$ cat src/ctsc_regs.vh
// register map and constants of the seconds clock timer
`ifndef CTSC_REGS_VH
`define CTSC_REGS_VH
`define CTSC_ADDR_CTRL      16'hFF50
`define CTSC_ADDR_TAPS      16'hFF51
`define CTSC_ADDR_SECS      16'hFF52
`define CTSC_BIT_RUN        0
`define CTSC_BIT_RST        1
`define CTSC_RST_CTRL       1'b0
`define CTSC_RST_TAPS       8'h00
`define CTSC_RST_UNITS      4'h0
`define CTSC_RST_TENS       3'h0
`define CTSC_UNITS_MAX      4'h9
`define CTSC_TENS_MAX       3'h5
`define CTSC_SYS_HZ         32'h05F5E100
`define CTSC_TAP0_HZ        32'h00000100
`endif

$ cat src/ctsc_clock_timer.v
// seconds clock timer with divider taps and bcd seconds count
//
// Notes on behaviour
// - run bit starts and halts timer
// - writing one to reset bit clears prescaler and taps, not seconds count
// - eight read-only taps, 128 Hz to 1 Hz
// - units BCD digit in bits 3..0
// - tens BCD digit in bits 6..4
`timescale 1ns/1ps
`include "ctsc_regs.vh"
module ctsc_clock_timer #(
  parameter TICK_DIV = `CTSC_SYS_HZ / `CTSC_TAP0_HZ
) (
  // clock and reset
  input  wire        i_clk_sys,
  input  wire        i_rst,
  // register port
  input  wire [15:0] i_addr,
  input  wire [7:0]  i_wdata,
  input  wire        i_wr,
  input  wire        i_rd,
  output reg  [7:0]  o_rdata,
  // status
  output reg         o_timer_run_control,
  output reg  [7:0]  o_taps
);

  // ----------------------------------------
  // local constants
  // ----------------------------------------
  localparam [31:0] PRE_LAST   = TICK_DIV - 1;
  localparam [31:0] PRE_ZERO   = 32'h00000000;
  localparam [31:0] PRE_STEP   = 32'h00000001;
  localparam [7:0]  TAPS_LAST  = 8'hFF;
  localparam [7:0]  TAPS_STEP  = 8'h01;
  localparam [3:0]  UNITS_ZERO = 4'h0;
  localparam [3:0]  UNITS_STEP = 4'h1;
  localparam [2:0]  TENS_ZERO  = 3'h0;
  localparam [2:0]  TENS_STEP  = 3'h1;

  // ----------------------------------------
  // registers and next values
  // ----------------------------------------
  reg  [31:0] pre_r;
  reg  [31:0] pre_nxt;
  reg         run_r;
  reg         run_nxt;
  reg  [7:0]  taps_r;
  reg  [7:0]  taps_nxt;
  reg  [3:0]  units_r;
  reg  [3:0]  units_nxt;
  reg  [2:0]  tens_r;
  reg  [2:0]  tens_nxt;
  reg  [7:0]  rdata_nxt;

  // ----------------------------------------
  // bus decode
  // ----------------------------------------
  wire        sel_ctrl;
  wire        sel_taps;
  wire        sel_secs;
  wire        wr_ctrl;
  wire        wr_secs;
  wire        tmr_rst;

  assign sel_ctrl = (i_addr == `CTSC_ADDR_CTRL);
  assign sel_taps = (i_addr == `CTSC_ADDR_TAPS);
  assign sel_secs = (i_addr == `CTSC_ADDR_SECS);
  assign wr_ctrl  = i_wr && sel_ctrl;
  assign wr_secs  = i_wr && sel_secs;
  assign tmr_rst  = wr_ctrl && i_wdata[`CTSC_BIT_RST];

  // ----------------------------------------
  // divider events
  // ----------------------------------------
  wire        pre_end;
  wire        tick;
  wire        sec_tick;
  wire        units_end;
  wire        tens_end;

  assign pre_end   = (pre_r == PRE_LAST);
  assign tick      = run_r && pre_end;
  assign sec_tick  = tick && (taps_r == TAPS_LAST);
  assign units_end = (units_r >= `CTSC_UNITS_MAX);
  assign tens_end  = (tens_r >= `CTSC_TENS_MAX);

  // ----------------------------------------
  // run control
  // ----------------------------------------
  always @* begin
    run_nxt = run_r;
    if (wr_ctrl) begin
      run_nxt = i_wdata[`CTSC_BIT_RUN];
    end
  end

  // ----------------------------------------
  // prescaler
  // ----------------------------------------
  always @* begin
    pre_nxt = pre_r;
    if (tmr_rst) begin
      pre_nxt = PRE_ZERO;
    end else if (run_r) begin
      if (pre_end) begin
        pre_nxt = PRE_ZERO;
      end else begin
        pre_nxt = pre_r + PRE_STEP;
      end
    end
  end

  // ----------------------------------------
  // divider taps
  // ----------------------------------------
  always @* begin
    taps_nxt = taps_r;
    if (tmr_rst) begin
      taps_nxt = `CTSC_RST_TAPS;
    end else if (tick) begin
      taps_nxt = taps_r + TAPS_STEP;
    end
  end

  // ----------------------------------------
  // seconds count
  // ----------------------------------------
  always @* begin
    units_nxt = units_r;
    tens_nxt  = tens_r;
    if (wr_secs) begin
      units_nxt = i_wdata[3:0];
      tens_nxt  = i_wdata[6:4];
    end else if (sec_tick) begin
      if (units_end) begin
        units_nxt = UNITS_ZERO;
        if (tens_end) begin
          tens_nxt = TENS_ZERO;
        end else begin
          tens_nxt = tens_r + TENS_STEP;
        end
      end else begin
        units_nxt = units_r + UNITS_STEP;
      end
    end
  end

  // ----------------------------------------
  // read mux
  // ----------------------------------------
  always @* begin
    rdata_nxt = 8'h00;
    if (i_rd) begin
      case (i_addr)
        `CTSC_ADDR_CTRL: begin
          rdata_nxt = {7'h00, run_r};
        end
        `CTSC_ADDR_TAPS: begin
          rdata_nxt = taps_r;
        end
        `CTSC_ADDR_SECS: begin
          rdata_nxt = {1'b0, tens_r, units_r};
        end
        default: begin
          rdata_nxt = 8'h00;
        end
      endcase
    end
  end

  // ----------------------------------------
  // control flops
  // ----------------------------------------
  always @(posedge i_clk_sys) begin
    if (i_rst) begin
      run_r <= `CTSC_RST_CTRL;
    end else begin
      run_r <= run_nxt;
    end
  end

  // ----------------------------------------
  // divider flops
  // ----------------------------------------
  always @(posedge i_clk_sys) begin
    if (i_rst) begin
      pre_r  <= PRE_ZERO;
      taps_r <= `CTSC_RST_TAPS;
    end else begin
      pre_r  <= pre_nxt;
      taps_r <= taps_nxt;
    end
  end

  // ----------------------------------------
  // seconds flops
  // ----------------------------------------
  always @(posedge i_clk_sys) begin
    if (i_rst) begin
      units_r <= `CTSC_RST_UNITS;
      tens_r  <= `CTSC_RST_TENS;
    end else begin
      units_r <= units_nxt;
      tens_r  <= tens_nxt;
    end
  end

  // ----------------------------------------
  // output flops
  // ----------------------------------------
  always @(posedge i_clk_sys) begin
    if (i_rst) begin
      o_rdata             <= 8'h00;
      o_timer_run_control <= 1'b0;
      o_taps              <= 8'h00;
    end else begin
      o_rdata             <= rdata_nxt;
      o_timer_run_control <= run_r;
      o_taps              <= taps_r;
    end
  end

  // sel_taps marks the read-only tap register; writes to it are ignored
  wire        taps_wr_ignored;
  assign taps_wr_ignored = i_wr && sel_taps;

endmodule // ctsc_clock_timer

$ cat config.mk
export PLATFORM = sky130hd
export DESIGN_NAME = ctsc_clock_timer
export DESIGN_NICKNAME = d
export VERILOG_FILES = /design/src/ctsc_clock_timer.v
export VERILOG_INCLUDE_DIRS = /design/src
export SDC_FILE = /design/constraint.sdc
export NUM_CORES = 1
export LEC_CHECK = 0
export BUFFER_PORTS_ARGS = -buffer_cell sky130_fd_sc_hd__buf_2
export CORE_MARGIN = 2
export CORE_UTILIZATION = 50
export CTS_BUF_LIST = sky130_fd_sc_hd__clkbuf_8
export CTS_CLUSTER_DIAMETER = 120
export DETAILED_ROUTE_END_ITERATION = 7
export HOLD_SLACK_MARGIN = 0.06
export PLACE_DENSITY = 0.69
export RECOVER_POWER = 50
export SLEW_MARGIN = 20
export SYNTH_ARGS = -nofsm -noshare
export SYNTH_HDL_FRONTEND = slang
export SYNTH_SLANG_ARGS = --single-unit
$ cat constraint.sdc
create_clock -name i_clk_sys -period 2.4 [get_ports i_clk_sys]
set_input_delay 0.48 -clock i_clk_sys [delete_from_list [all_inputs] [get_ports i_clk_sys]]
set_output_delay 0.48 -clock i_clk_sys [all_outputs]
set_load 0.03 [all_outputs]
==> key figures, run 1 <==
Outcome
  • Outcome: finished clean

Yosys
  • FF+latch count, synth: 65
  • Post-synthesis cell area: 3148 um^2
  • Synth Flop Type: dfxtp_1
  • Commonest cells in the netlist: 65 x dfxtp_1, 52 x nor2_1, 20 x nand4_1
  • Top cell type's share of synthesized area: 41.34%
  • Synth warn: 0
  • Synthesized Nets: 403
  • Top post-synthesis cells by area: dfxtp_1 41%, nor2_1 6.2%, xnor2_1 4.2%
  • Top-count cell post-synth: dfxtp_1
  • Mapped Avg Cell Area: 8.578 um^2
  • Register area share after synthesis: 41.34%
  • Post-synth EDFFs: 0
  • Post-synth ARST share: 0%
  • Netlist cell types: 50
  • Synth area leader: dfxtp_1
  • Post-Syn Instances: 367

Setup path
  • Slowest cell on the critical path: or4_4
  • Critical Path End Type: register
  • CP Data Arrival Time: 2520 ps
  • CP Cell Sequence: nor4_4 > nand3_2 > or4_4 > or4_1 > a21oi_1
  • Critical path launch point type: register
  • CP max FO: 12
  • CP max stage delay: 630 ps
  • Worst endpoint required time: 2680 ps
  • Crit Path Class: register to register

Die
  • Die X: 83.35 um
  • Core Rows: 28
  • Die Footprint: 6946 um^2
  • Vert. Die Dim: 83.35 um
  • Starting Density: 52.55%
  • Core footprint: 5991 um^2
  • Boundary Pins: 45

Clock tree
  • CTS buffer count: 9
  • Clk sink count: 65
  • Clk buf depth: 2
  • Cts hold-fix bufs: 0
  • Clk root buf: clkbuf_8
  • CTS tree: done
  • Clock transition at path regs: 70 ps
  • CTS H-tree depth: 3
  • Worst skew pair latency: 350 ps

STA
  • Final worst slack: 165.0 ps
  • Pin slew with the least headroom to its limit: 541.5 ps
  • Final hold violation count: 0
  • Setup Skew: 6.681 ps
  • WHS: 396.8 ps
  • Tcrit/Tclk final: 93.13%
  • Slew Limit Fails: 0
  • Final setup fails: 0
  • Slew headroom: 63.82%
  • Fin crit period: 2235 ps
  • Fmax achieved: 0.4474 GHz
  • RSZ-0062 raised after global routing: true

GRT
  • Largest net degree at the start of global routing: 32
  • First-pass GRT wire length: 12240 um
  • Gr ovfl total: 0
  • Initial antenna violation count: 0
  • Gr usage total: 21.69%
  • Number of global-route vias before repair: 2608

Placed design
  • DPL Wire Length: 5169 um
  • Port bufs: 43
  • Worst slack at placement: 58.64 ps
  • Gpl congestion: 0.8954

Layout
  • Core Util, Final: 62.64%
  • Antenna cells: 0
  • Final net count: 466
  • Area Growth Syn to Fin: 19.20%
  • Fraction of layout cells with a size suffix above 1: 18.16%

Power and ir drop
  • Maximum VDD drop: 0.0003469 V
  • P_leak: 1.309 nW
  • PD cells: 529.4 nW/um^2
  • Post-layout power: 1.986 mW

Drt
  • DRT iter0 DRCs: 150
  • Post-DR wirelength/cell: 14.01 um
  • Routed Antenna Nets: 0
  • Vias: 2803
  • First-pass DRT Iterations: 4
  • Vias per Instance: 5.496
  • DRC Markers: 0
  • Total Wirelength: 7146 um

Min path
  • Worst Hold Class: primary input to register

Flow run
  • Max_cap viols: 0
==> worst paths after layout <==
check,end,cells after the start,start,slack (ps)
hold reg to reg,pre_r[31],2,pre_r[31],490
setup / recovery,taps_r[7],5,pre_r[17],160
hold / removal,run_r,3,i_wdata[0],400
setup reg to reg,taps_r[7],5,pre_r[17],160
==> stage by stage <==
| stage | instances | TNS (ps) | instance area [um^2] |
|---|---|---|---|
| after CTS | 508 | 0 | 3761 |
| after detailed placement | 492 | 0 | 3580 |
| after global routing | 510 | -7.126 | 3752 |
| final | 510 | 0 | 3752 |
| after global placement | 492 | 0 | 3580 |
| after floorplan | 367 | 0 | 3148 |
==> routing by layer <==
metal  part of all wire (%)  vias up  GRT usage [%]
li1                       -     1444              -
met1                     50     1270          30.25
met2                     43       79          32.70
met3                    5.3       10          4.076
met4                    1.8        0          9.389
met5                      0        -              0
==> area by class of cell <==
class                      instances  area (um^2)
fill                             552         2238
multi-input combinational        268         1719
sequential                        65         1301
timing repair buffer              71        400.4
clock buffer                      11        151.4
tap                               75        93.84
inverter                          15        56.30
clock inverter                     5        30.03
==> repair_timing <==
action                                  4_1_cts  5_1_grt
gates resized for setup                       0        3
endpoints found under the setup margin        0        5
setup buffers                                 0        2
==> report_power, final <==
part	switching, mW	total, mW	internal, mW	leakage (nW)
combinational	0.0344	0.0599	0.0255	0.695
clock	0.419	0.844	0.425	0.0911
sequential	0.00243	1.08	1.08	0.523
==> flip-flops by register name, summed over array words and instances, names as in the netlist <==
signal	flops
units_r	4
o_rdata	8
taps_r	8
o_timer_run_control	1
pre_r	32
run_r	1
tens_r	3
o_taps	8
==> cells in the final DEF (no fill, tap or decap), drive strengths merged, types with 9 or more instances in the layout <==
| cell type | Yosys | final |
|---|---|---|
| a21oi | 13 | 13 |
| buf | 9 | 52 |
| clkbuf | 10 | 30 |
| dfxtp | 65 | 65 |
| inv | 15 | 15 |
| nand2 | 18 | 18 |
| nand3 | 17 | 17 |
| nand4 | 20 | 20 |
| nor2 | 52 | 52 |
| nor2b | 9 | 9 |
| nor4 | 17 | 17 |
| or4 | 9 | 9 |
| xnor2 | 15 | 15 |
| xor2 | 13 | 13 |
==> critical path, delay by kind of cell, from the launching register on <==
kind,cells,cell delay [ps]
DFF,1,380
and+or+nand+nor,4,1640
AOI/OAI and AO/OA,1,140
==> kinds of logic (layout without fill, tap and decap cells) <==
kind of cell	Yosys count	in the layout	synth area share (%)
compound gates	43	43	9.142
xor+xnor	28	28	7.790
fa+ha+maj	8	8	3.180
buf+inv	34	102	4.491
flops	65	65	41.34
mux	5	5	1.630
simple gates	184	184	32.43
(Power assumes the default switching activity.)
==> inputs of run 2 (changes only) <==
- RECOVER_POWER: 50 -> default
==> run 2 against run 1 <==
Net effect:
- sequential power hardly changed
- largest cell class unchanged
- routed wire length barely moved
- largest power group unchanged
- flip-flop and latch count is the same
- critical path type unchanged
==> key figures, run 2 (same netlist as run 1, synthesis figures left out) <==
Outcome
  • Outcome: finished clean

Layout
  • Commonest non-fill, non-tap cells in the layout: 65 x dfxtp_1, 52 x nor2_1, 43 x buf_2
  • Antenna cells: 0 (unchanged)
  • Final net count: 466 (unchanged)
  • Area Growth Syn to Fin: 20.59%
  • Number of flip-flops under the largest register name: 32 (unchanged)
  • Final Non-Filler Cells: 510 (unchanged)
  • Fraction of layout cells with a size suffix above 1: 22.53% (+4.4 points)
  • Commonest non-fill, non-tap cell in the layout: dfxtp_1
  • Final-layout fill cell count: 542 (-1.8%)
  • Top reg by flops: pre_r

Setup path
  • CP Data Arrival Time: 2530 ps (about the same)
  • CP max FO: 12 (unchanged)
  • CP max stage delay: 630 ps (about the same)
  • Worst endpoint required time: 2680 ps (about the same)
  • Crit-path leading delay family: simple AND/OR/NAND/NOR gates
  • Crit Path Class: register to register
  • Worst Setup SP: pre_r[17]
  • Cell depth of the worst setup path: 5 (unchanged)
  • R2R Path Start: pre_r[17]
  • Slowest cell on the critical path: or4_4
  • Critical Path End Type: register
  • Critical path launch point type: register
  • WP buf/inv: 0 (unchanged)
  • CP Cell Sequence: nor4_4 > nand3_2 > or4_4 > or4_1 > a21oi_1
  • R2R Setup Slk: 160 ps (about the same)
  • RR Endpoint: taps_r[7]
  • Reg2reg path depth: 5 (unchanged)

STA
  • Final hold violation count: 0 (unchanged)
  • Setup Skew: 6.645 ps (-0.03561 ps)
  • Slew Limit Fails: 0 (unchanged)
  • RSZ-0062 raised after global routing: true
  • Slew headroom: 63.05% (-0.78 points)
  • Tcrit/Tclk final: 93.53% (+0.41 points)
  • Pin slew with the least headroom to its limit: 553.1 ps (+11.62 ps)
  • Fmax achieved: 0.4455 GHz (-0.44%)
  • Final setup fails: 0 (unchanged)
  • Fin crit period: 2245 ps (+9.789 ps)

Min path
  • Worst Hold Class: primary input to register
  • Critical hold path startpoint: i_wdata[0]
  • Hold path cells: 3 (unchanged)
  • Sink of the worst hold path: run_r

GRT
  • First-pass GRT wire length: 12240 um (unchanged)
  • Initial antenna violation count: 0 (unchanged)
  • Gr ovfl total: 0 (unchanged)
  • Number of global-route vias before repair: 2608 (unchanged)
  • Largest net degree at the start of global routing: 32 (unchanged)
  • Gr usage total: 21.69% (unchanged)

Drt
  • Vias per Instance: 5.447 (-0.89%)
  • Total Wirelength: 7145 um (about the same)
  • Routed Antenna Nets: 0 (unchanged)
  • First-pass DRT Iterations: 4 (unchanged)
  • Post-DR wirelength/cell: 14.01 um (about the same)
  • DRT iter0 DRCs: 198 (+32%)
  • DRC Markers: 0 (unchanged)
  • Vias: 2778 (-0.89%)

Die
  • Die X: 83.35 um (unchanged)
  • Boundary Pins: 45 (unchanged)
  • Core footprint: 5991 um^2 (unchanged)
  • Starting Density: 52.55% (unchanged)
  • Core Rows: 28 (unchanged)
  • Vert. Die Dim: 83.35 um (unchanged)
  • Die Footprint: 6946 um^2 (unchanged)

Placed design
  • Gpl congestion: 0.8954 (unchanged)
  • DPL Wire Length: 5169 um (unchanged)
  • Placed insts: 492 (unchanged)
  • Port bufs: 43 (unchanged)

Clock tree
  • CTS H-tree depth: 3 (unchanged)
  • Clk sink count: 65 (unchanged)
  • CTS tree: done
  • Cts hold-fix bufs: 0 (unchanged)
  • Clk root buf: clkbuf_8
  • Clk buf depth: 2 (unchanged)
  • Clock transition at path regs: 70 ps (about the same)
  • Worst skew pair latency: 350 ps (about the same)
  • CTS buffer count: 9 (unchanged)

Power and ir drop
  • Maximum VDD drop: 0.0003470 V (about the same)
  • P_leak: 1.393 nW (+6.4%)
  • Post-layout power: 1.991 mW (+0.25%)
  • PD cells: 524.5 nW/um^2 (-0.91%)

Flow run
  • Max_cap viols: 0 (unchanged)
run 2: metrics by stage:
stage	area [um^2]	setup slack, ps	TNS, ps	utilization (%)	hold WS (ps)
after floorplan	3148	204.6	0	-	439.2
after global placement	3580	42.96	0	59.75	469.3
after detailed placement	3580	58.64	0	59.75	477.2
after CTS	3761	31.68	0	62.78	390.7
after global routing	3796	-7.126	-7.126	63.37	397.3
final	3796	155.2	0	63.37	395.3
run 2: how the worst max path moves through the flow:
stage	end	slack, ps
final	taps_r[7]	160
after global routing	units_r[1]	-7
after CTS	taps_r[5]	30
after detailed placement	taps_r[6]	60
after global placement	taps_r[5]	40
after floorplan	pre_r[11]	200
run 2: area by class of cell:
class	instances	area, um^2	share of cell area [%]
multi-input combinational	268	1725	45.45
sequential	65	1301	34.28
timing repair buffer	71	437.9	11.54
clock buffer	11	151.4	3.988
tap	75	93.84	2.472
inverter	15	56.30	1.483
clock inverter	5	30.03	0.7910
run 2: where the power goes:
part / switching (mW) / internal, mW
clock network: 0.421 / 0.425
registers: 0.00236 / 1.08
logic: 0.0350 / 0.0279
total: 0.459 / 1.53
run 2: worst min-delay path, stage by stage:
cell	delay (ps)
buf_2	90
mux2i_1	60
nor2_1	80
run 2: repair_timing:
item,4_1_cts,5_1_grt
gates resized for setup,0,3
setup buffers,0,2
endpoints found under the setup margin,0,5
endpoints found under the hold margin,0,0
run 2: per-layer routing:
metal,vias to the layer above,part of all wire [%],global-route usage (%)
met5,-,0,0
met4,0,1.8,9.389
met3,10,6.3,4.076
met2,91,43,32.70
met1,1235,49,30.25
li1,1442,-,-
==> inputs of run 3 (changes only) <==
- CELL_PAD_IN_SITES_DETAIL_PLACEMENT: default -> 1
- CELL_PAD_IN_SITES_GLOBAL_PLACEMENT: default -> 1
- CORE_UTILIZATION: 50 -> 44
- PLACE_DENSITY: 0.69 -> 0.79
- SLEW_MARGIN: 20 -> default
==> run 3 against run 2 <==
Net effect:
- combinational power rose by 2%
- power rose by 11%
- core utilization fell by 7.3 points
- critical path type unchanged
- via count rose by 5.9%
- worst setup slack got worse by 30 ps
- routed wire length rose by 21%
- clock power rose by 24%
- non-clock buffer count did not move
==> key figures, run 3 (same netlist as run 1, synthesis figures left out) <==
Outcome
  • Outcome: finished clean

STA
  • Fin crit period: 2275 ps (+30.49 ps)
  • Final hold violation count: 0 (unchanged)
  • Slew headroom: 61.70% (-1.4 points)
  • Fmax achieved: 0.4395 GHz (-1.3%)
  • Tcrit/Tclk final: 94.80% (+1.3 points)
  • Slew Limit Fails: 0 (unchanged)
  • Setup Skew: 11.02 ps (+4.377 ps)
  • RSZ-0062 raised after global routing: true
  • Pin slew with the least headroom to its limit: 573.4 ps (+20.24 ps)
  • WHS: 424.8 ps (+29.47 ps)
  • Final setup fails: 0 (unchanged)

Drt
  • Total Wirelength: 8649 um (+21%)
  • DRT iter0 DRCs: 114 (-42%)
  • First-pass DRT Iterations: 4 (unchanged)
  • Vias: 2943 (+5.9%)
  • Post-DR wirelength/cell: 16.29 um (+16%)
  • Routed Antenna Nets: 0 (unchanged)
  • Vias per Instance: 5.542 (+1.7%)
  • DRC Markers: 0 (unchanged)

Power and ir drop
  • Pint: 1.700 mW (+11%)
  • P_leak: 1.405 nW (+0.85%)
  • Post-layout power: 2.200 mW (+11%)
  • Clk network pwr share: 47.9% (+5.4 points)
  • Combinational Power Share: 2.9% (-0.3 points)
  • PD cells: 571.6 nW/um^2 (+9.0%)
  • Maximum VDD drop: 0.0002867 V (-17%)
  • Sw power: 0.5003 mW (+9.1%)
  • Switching Share: 22.74% (-0.30 points)
  • Sequential share of power: 49.2% (-5.1 points)

Setup path
  • R2R Setup Slk: 120 ps (-30 ps)
  • Worst Setup SP: pre_r[17]
  • Crit-path leading delay family: simple AND/OR/NAND/NOR gates
  • Slowest cell on the critical path: or4_4
  • Critical Path End Type: register
  • CP Cell Sequence: nor4_1 > nand3_1 > or4_4 > buf_4 > or3_1 > a21oi_1
  • WP buf/inv: 1 (+1)
  • R2R Path Start: pre_r[17]
  • Worst endpoint required time: 2680 ps (about the same)
  • CP Data Arrival Time: 2560 ps (+30 ps)
  • CP max stage delay: 600 ps (-30 ps)
  • Crit Path Class: register to register
  • Critical path launch point type: register
  • CP max FO: 10 (-2)

GRT
  • Gr usage total: 23.60% (+1.9 points)
  • Gr ovfl total: 0 (unchanged)
  • Number of global-route vias before repair: 2922 (+12%)
  • First-pass GRT wire length: 14220 um (+16%)
  • Largest net degree at the start of global routing: 32 (unchanged)
  • Initial antenna violation count: 0 (unchanged)

Placed design
  • Port bufs: 43 (unchanged)
  • Gpl congestion: 0.8364 (-6.6%)
  • DPL Wire Length: 6128 um (+19%)
  • Placed cell area: 3621 um^2 (+1.2%)

Die
  • Boundary Pins: 45 (unchanged)
  • Vert. Die Dim: 88.59 um (+6.3%)
  • Die X: 88.59 um (+6.3%)
  • Die Footprint: 7847 um^2 (+13%)
  • Starting Density: 45.83% (-6.7 points)
  • Core Rows: 30 (+7.1%)
  • Core footprint: 6869 um^2 (+15%)

Layout
  • Multi-input gate area: 1712 um^2 (-0.80%)
  • Design Area, Final: 3850 um^2 (+1.4%)
  • FF+latch area: 1301 um^2 (unchanged)
  • Core Util, Final: 56.05% (-7.3 points)
  • Area Growth Syn to Fin: 22.30%
  • Fraction of layout cells with a size suffix above 1: 22.30% (-0.23 points)
  • Commonest non-fill, non-tap cells in the layout: 65 x dfxtp_1, 52 x nor2_1, 43 x buf_2
  • Final-layout fill cell count: 846 (+56%)
  • Number of flip-flops under the largest register name: 32 (unchanged)
  • Commonest non-fill, non-tap cell in the layout: dfxtp_1
  • Antenna cells: 0 (unchanged)
  • Final net count: 466 (unchanged)
  • Top reg by flops: pre_r

Clock tree
  • Clk sink count: 65 (unchanged)
  • CTS H-tree depth: 3 (unchanged)
  • Clock transition at path regs: 80 ps (about the same)
  • Cts hold-fix bufs: 0 (unchanged)
  • Cts repair resizes: 0 (unchanged)
  • Setup bufs post-CTS: 0 (unchanged)
  • CTS tree: done
  • CTS buffer count: 9 (unchanged)
  • Worst skew pair latency: 350 ps (about the same)
  • Clk buf depth: 2 (unchanged)
  • Clk root buf: clkbuf_8

Flow run
  • Max_cap viols: 0 (unchanged)

Min path
  • Worst Hold Class: primary input to register
  • Critical hold path startpoint: i_wdata[6]
[run 3: layer usage]
metal | GRT usage [%] | wire length, um | share of wire [%] | up-vias
met3 | 3.545 | 321 | 3.7 | 15
met4 | 11.85 | 176 | 2.0 | 0
met1 | 31.20 | 3990 | 46 | 1434
li1 | - | - | - | 1445
met2 | 37.59 | 4160 | 48 | 49
met5 | 0 | 0 | 0 | -
[run 3: per-stage QoR]
step	setup WS, ps	instances	setup TNS (ps)
2_1_floorplan	204.6	367	0
3_3_place_gp	147.3	515	0
3_5_place_dp	104.8	515	0
4_1_cts	114.9	531	0
5_1_grt	-17.60	531	-29.06
6_report	124.7	531	0
[run 3: path summary, 6_finish.rpt]
| kind | to | cells past startpoint |
|---|---|---|
| setup / recovery | taps_r[3] | 6 |
| hold / removal | tens_r[2] | 3 |
| setup reg to reg | taps_r[3] | 6 |
| hold reg to reg | o_rdata[7] | 2 |
[run 3: cell type report]
| class | count | area share [%] |
|---|---|---|
| Clock buffer | 9 | 3.217 |
| Clock inverter | 7 | 2.567 |
| Inverter | 15 | 1.462 |
| Multi-Input combinational cell | 268 | 44.46 |
| Sequential cell | 65 | 33.80 |
| Tap cell | 96 | 3.120 |
| Timing Repair Buffer | 71 | 11.37 |
[run 3: power groups by stage]
stage / Sequential [mW] / Clock [mW] / Combinational, mW
2_1_floorplan: 1.11 / 0 / 0.0314
3_3_place_gp: 1.11 / 0 / 0.0624
3_5_place_dp: 1.11 / 0 / 0.0632
4_1_cts: 1.08 / 1.08 / 0.0644
5_1_grt: 1.08 / 1.12 / 0.0712
6_report: 1.08 / 1.05 / 0.0639
[run 3: worst reg2reg max path: stages, from the launching register on]
cell	delay [ps]
dfxtp_1	350
nor4_1	340
nand3_1	240
or4_4	610
buf_4	200
or3_1	340
a21oi_1	150
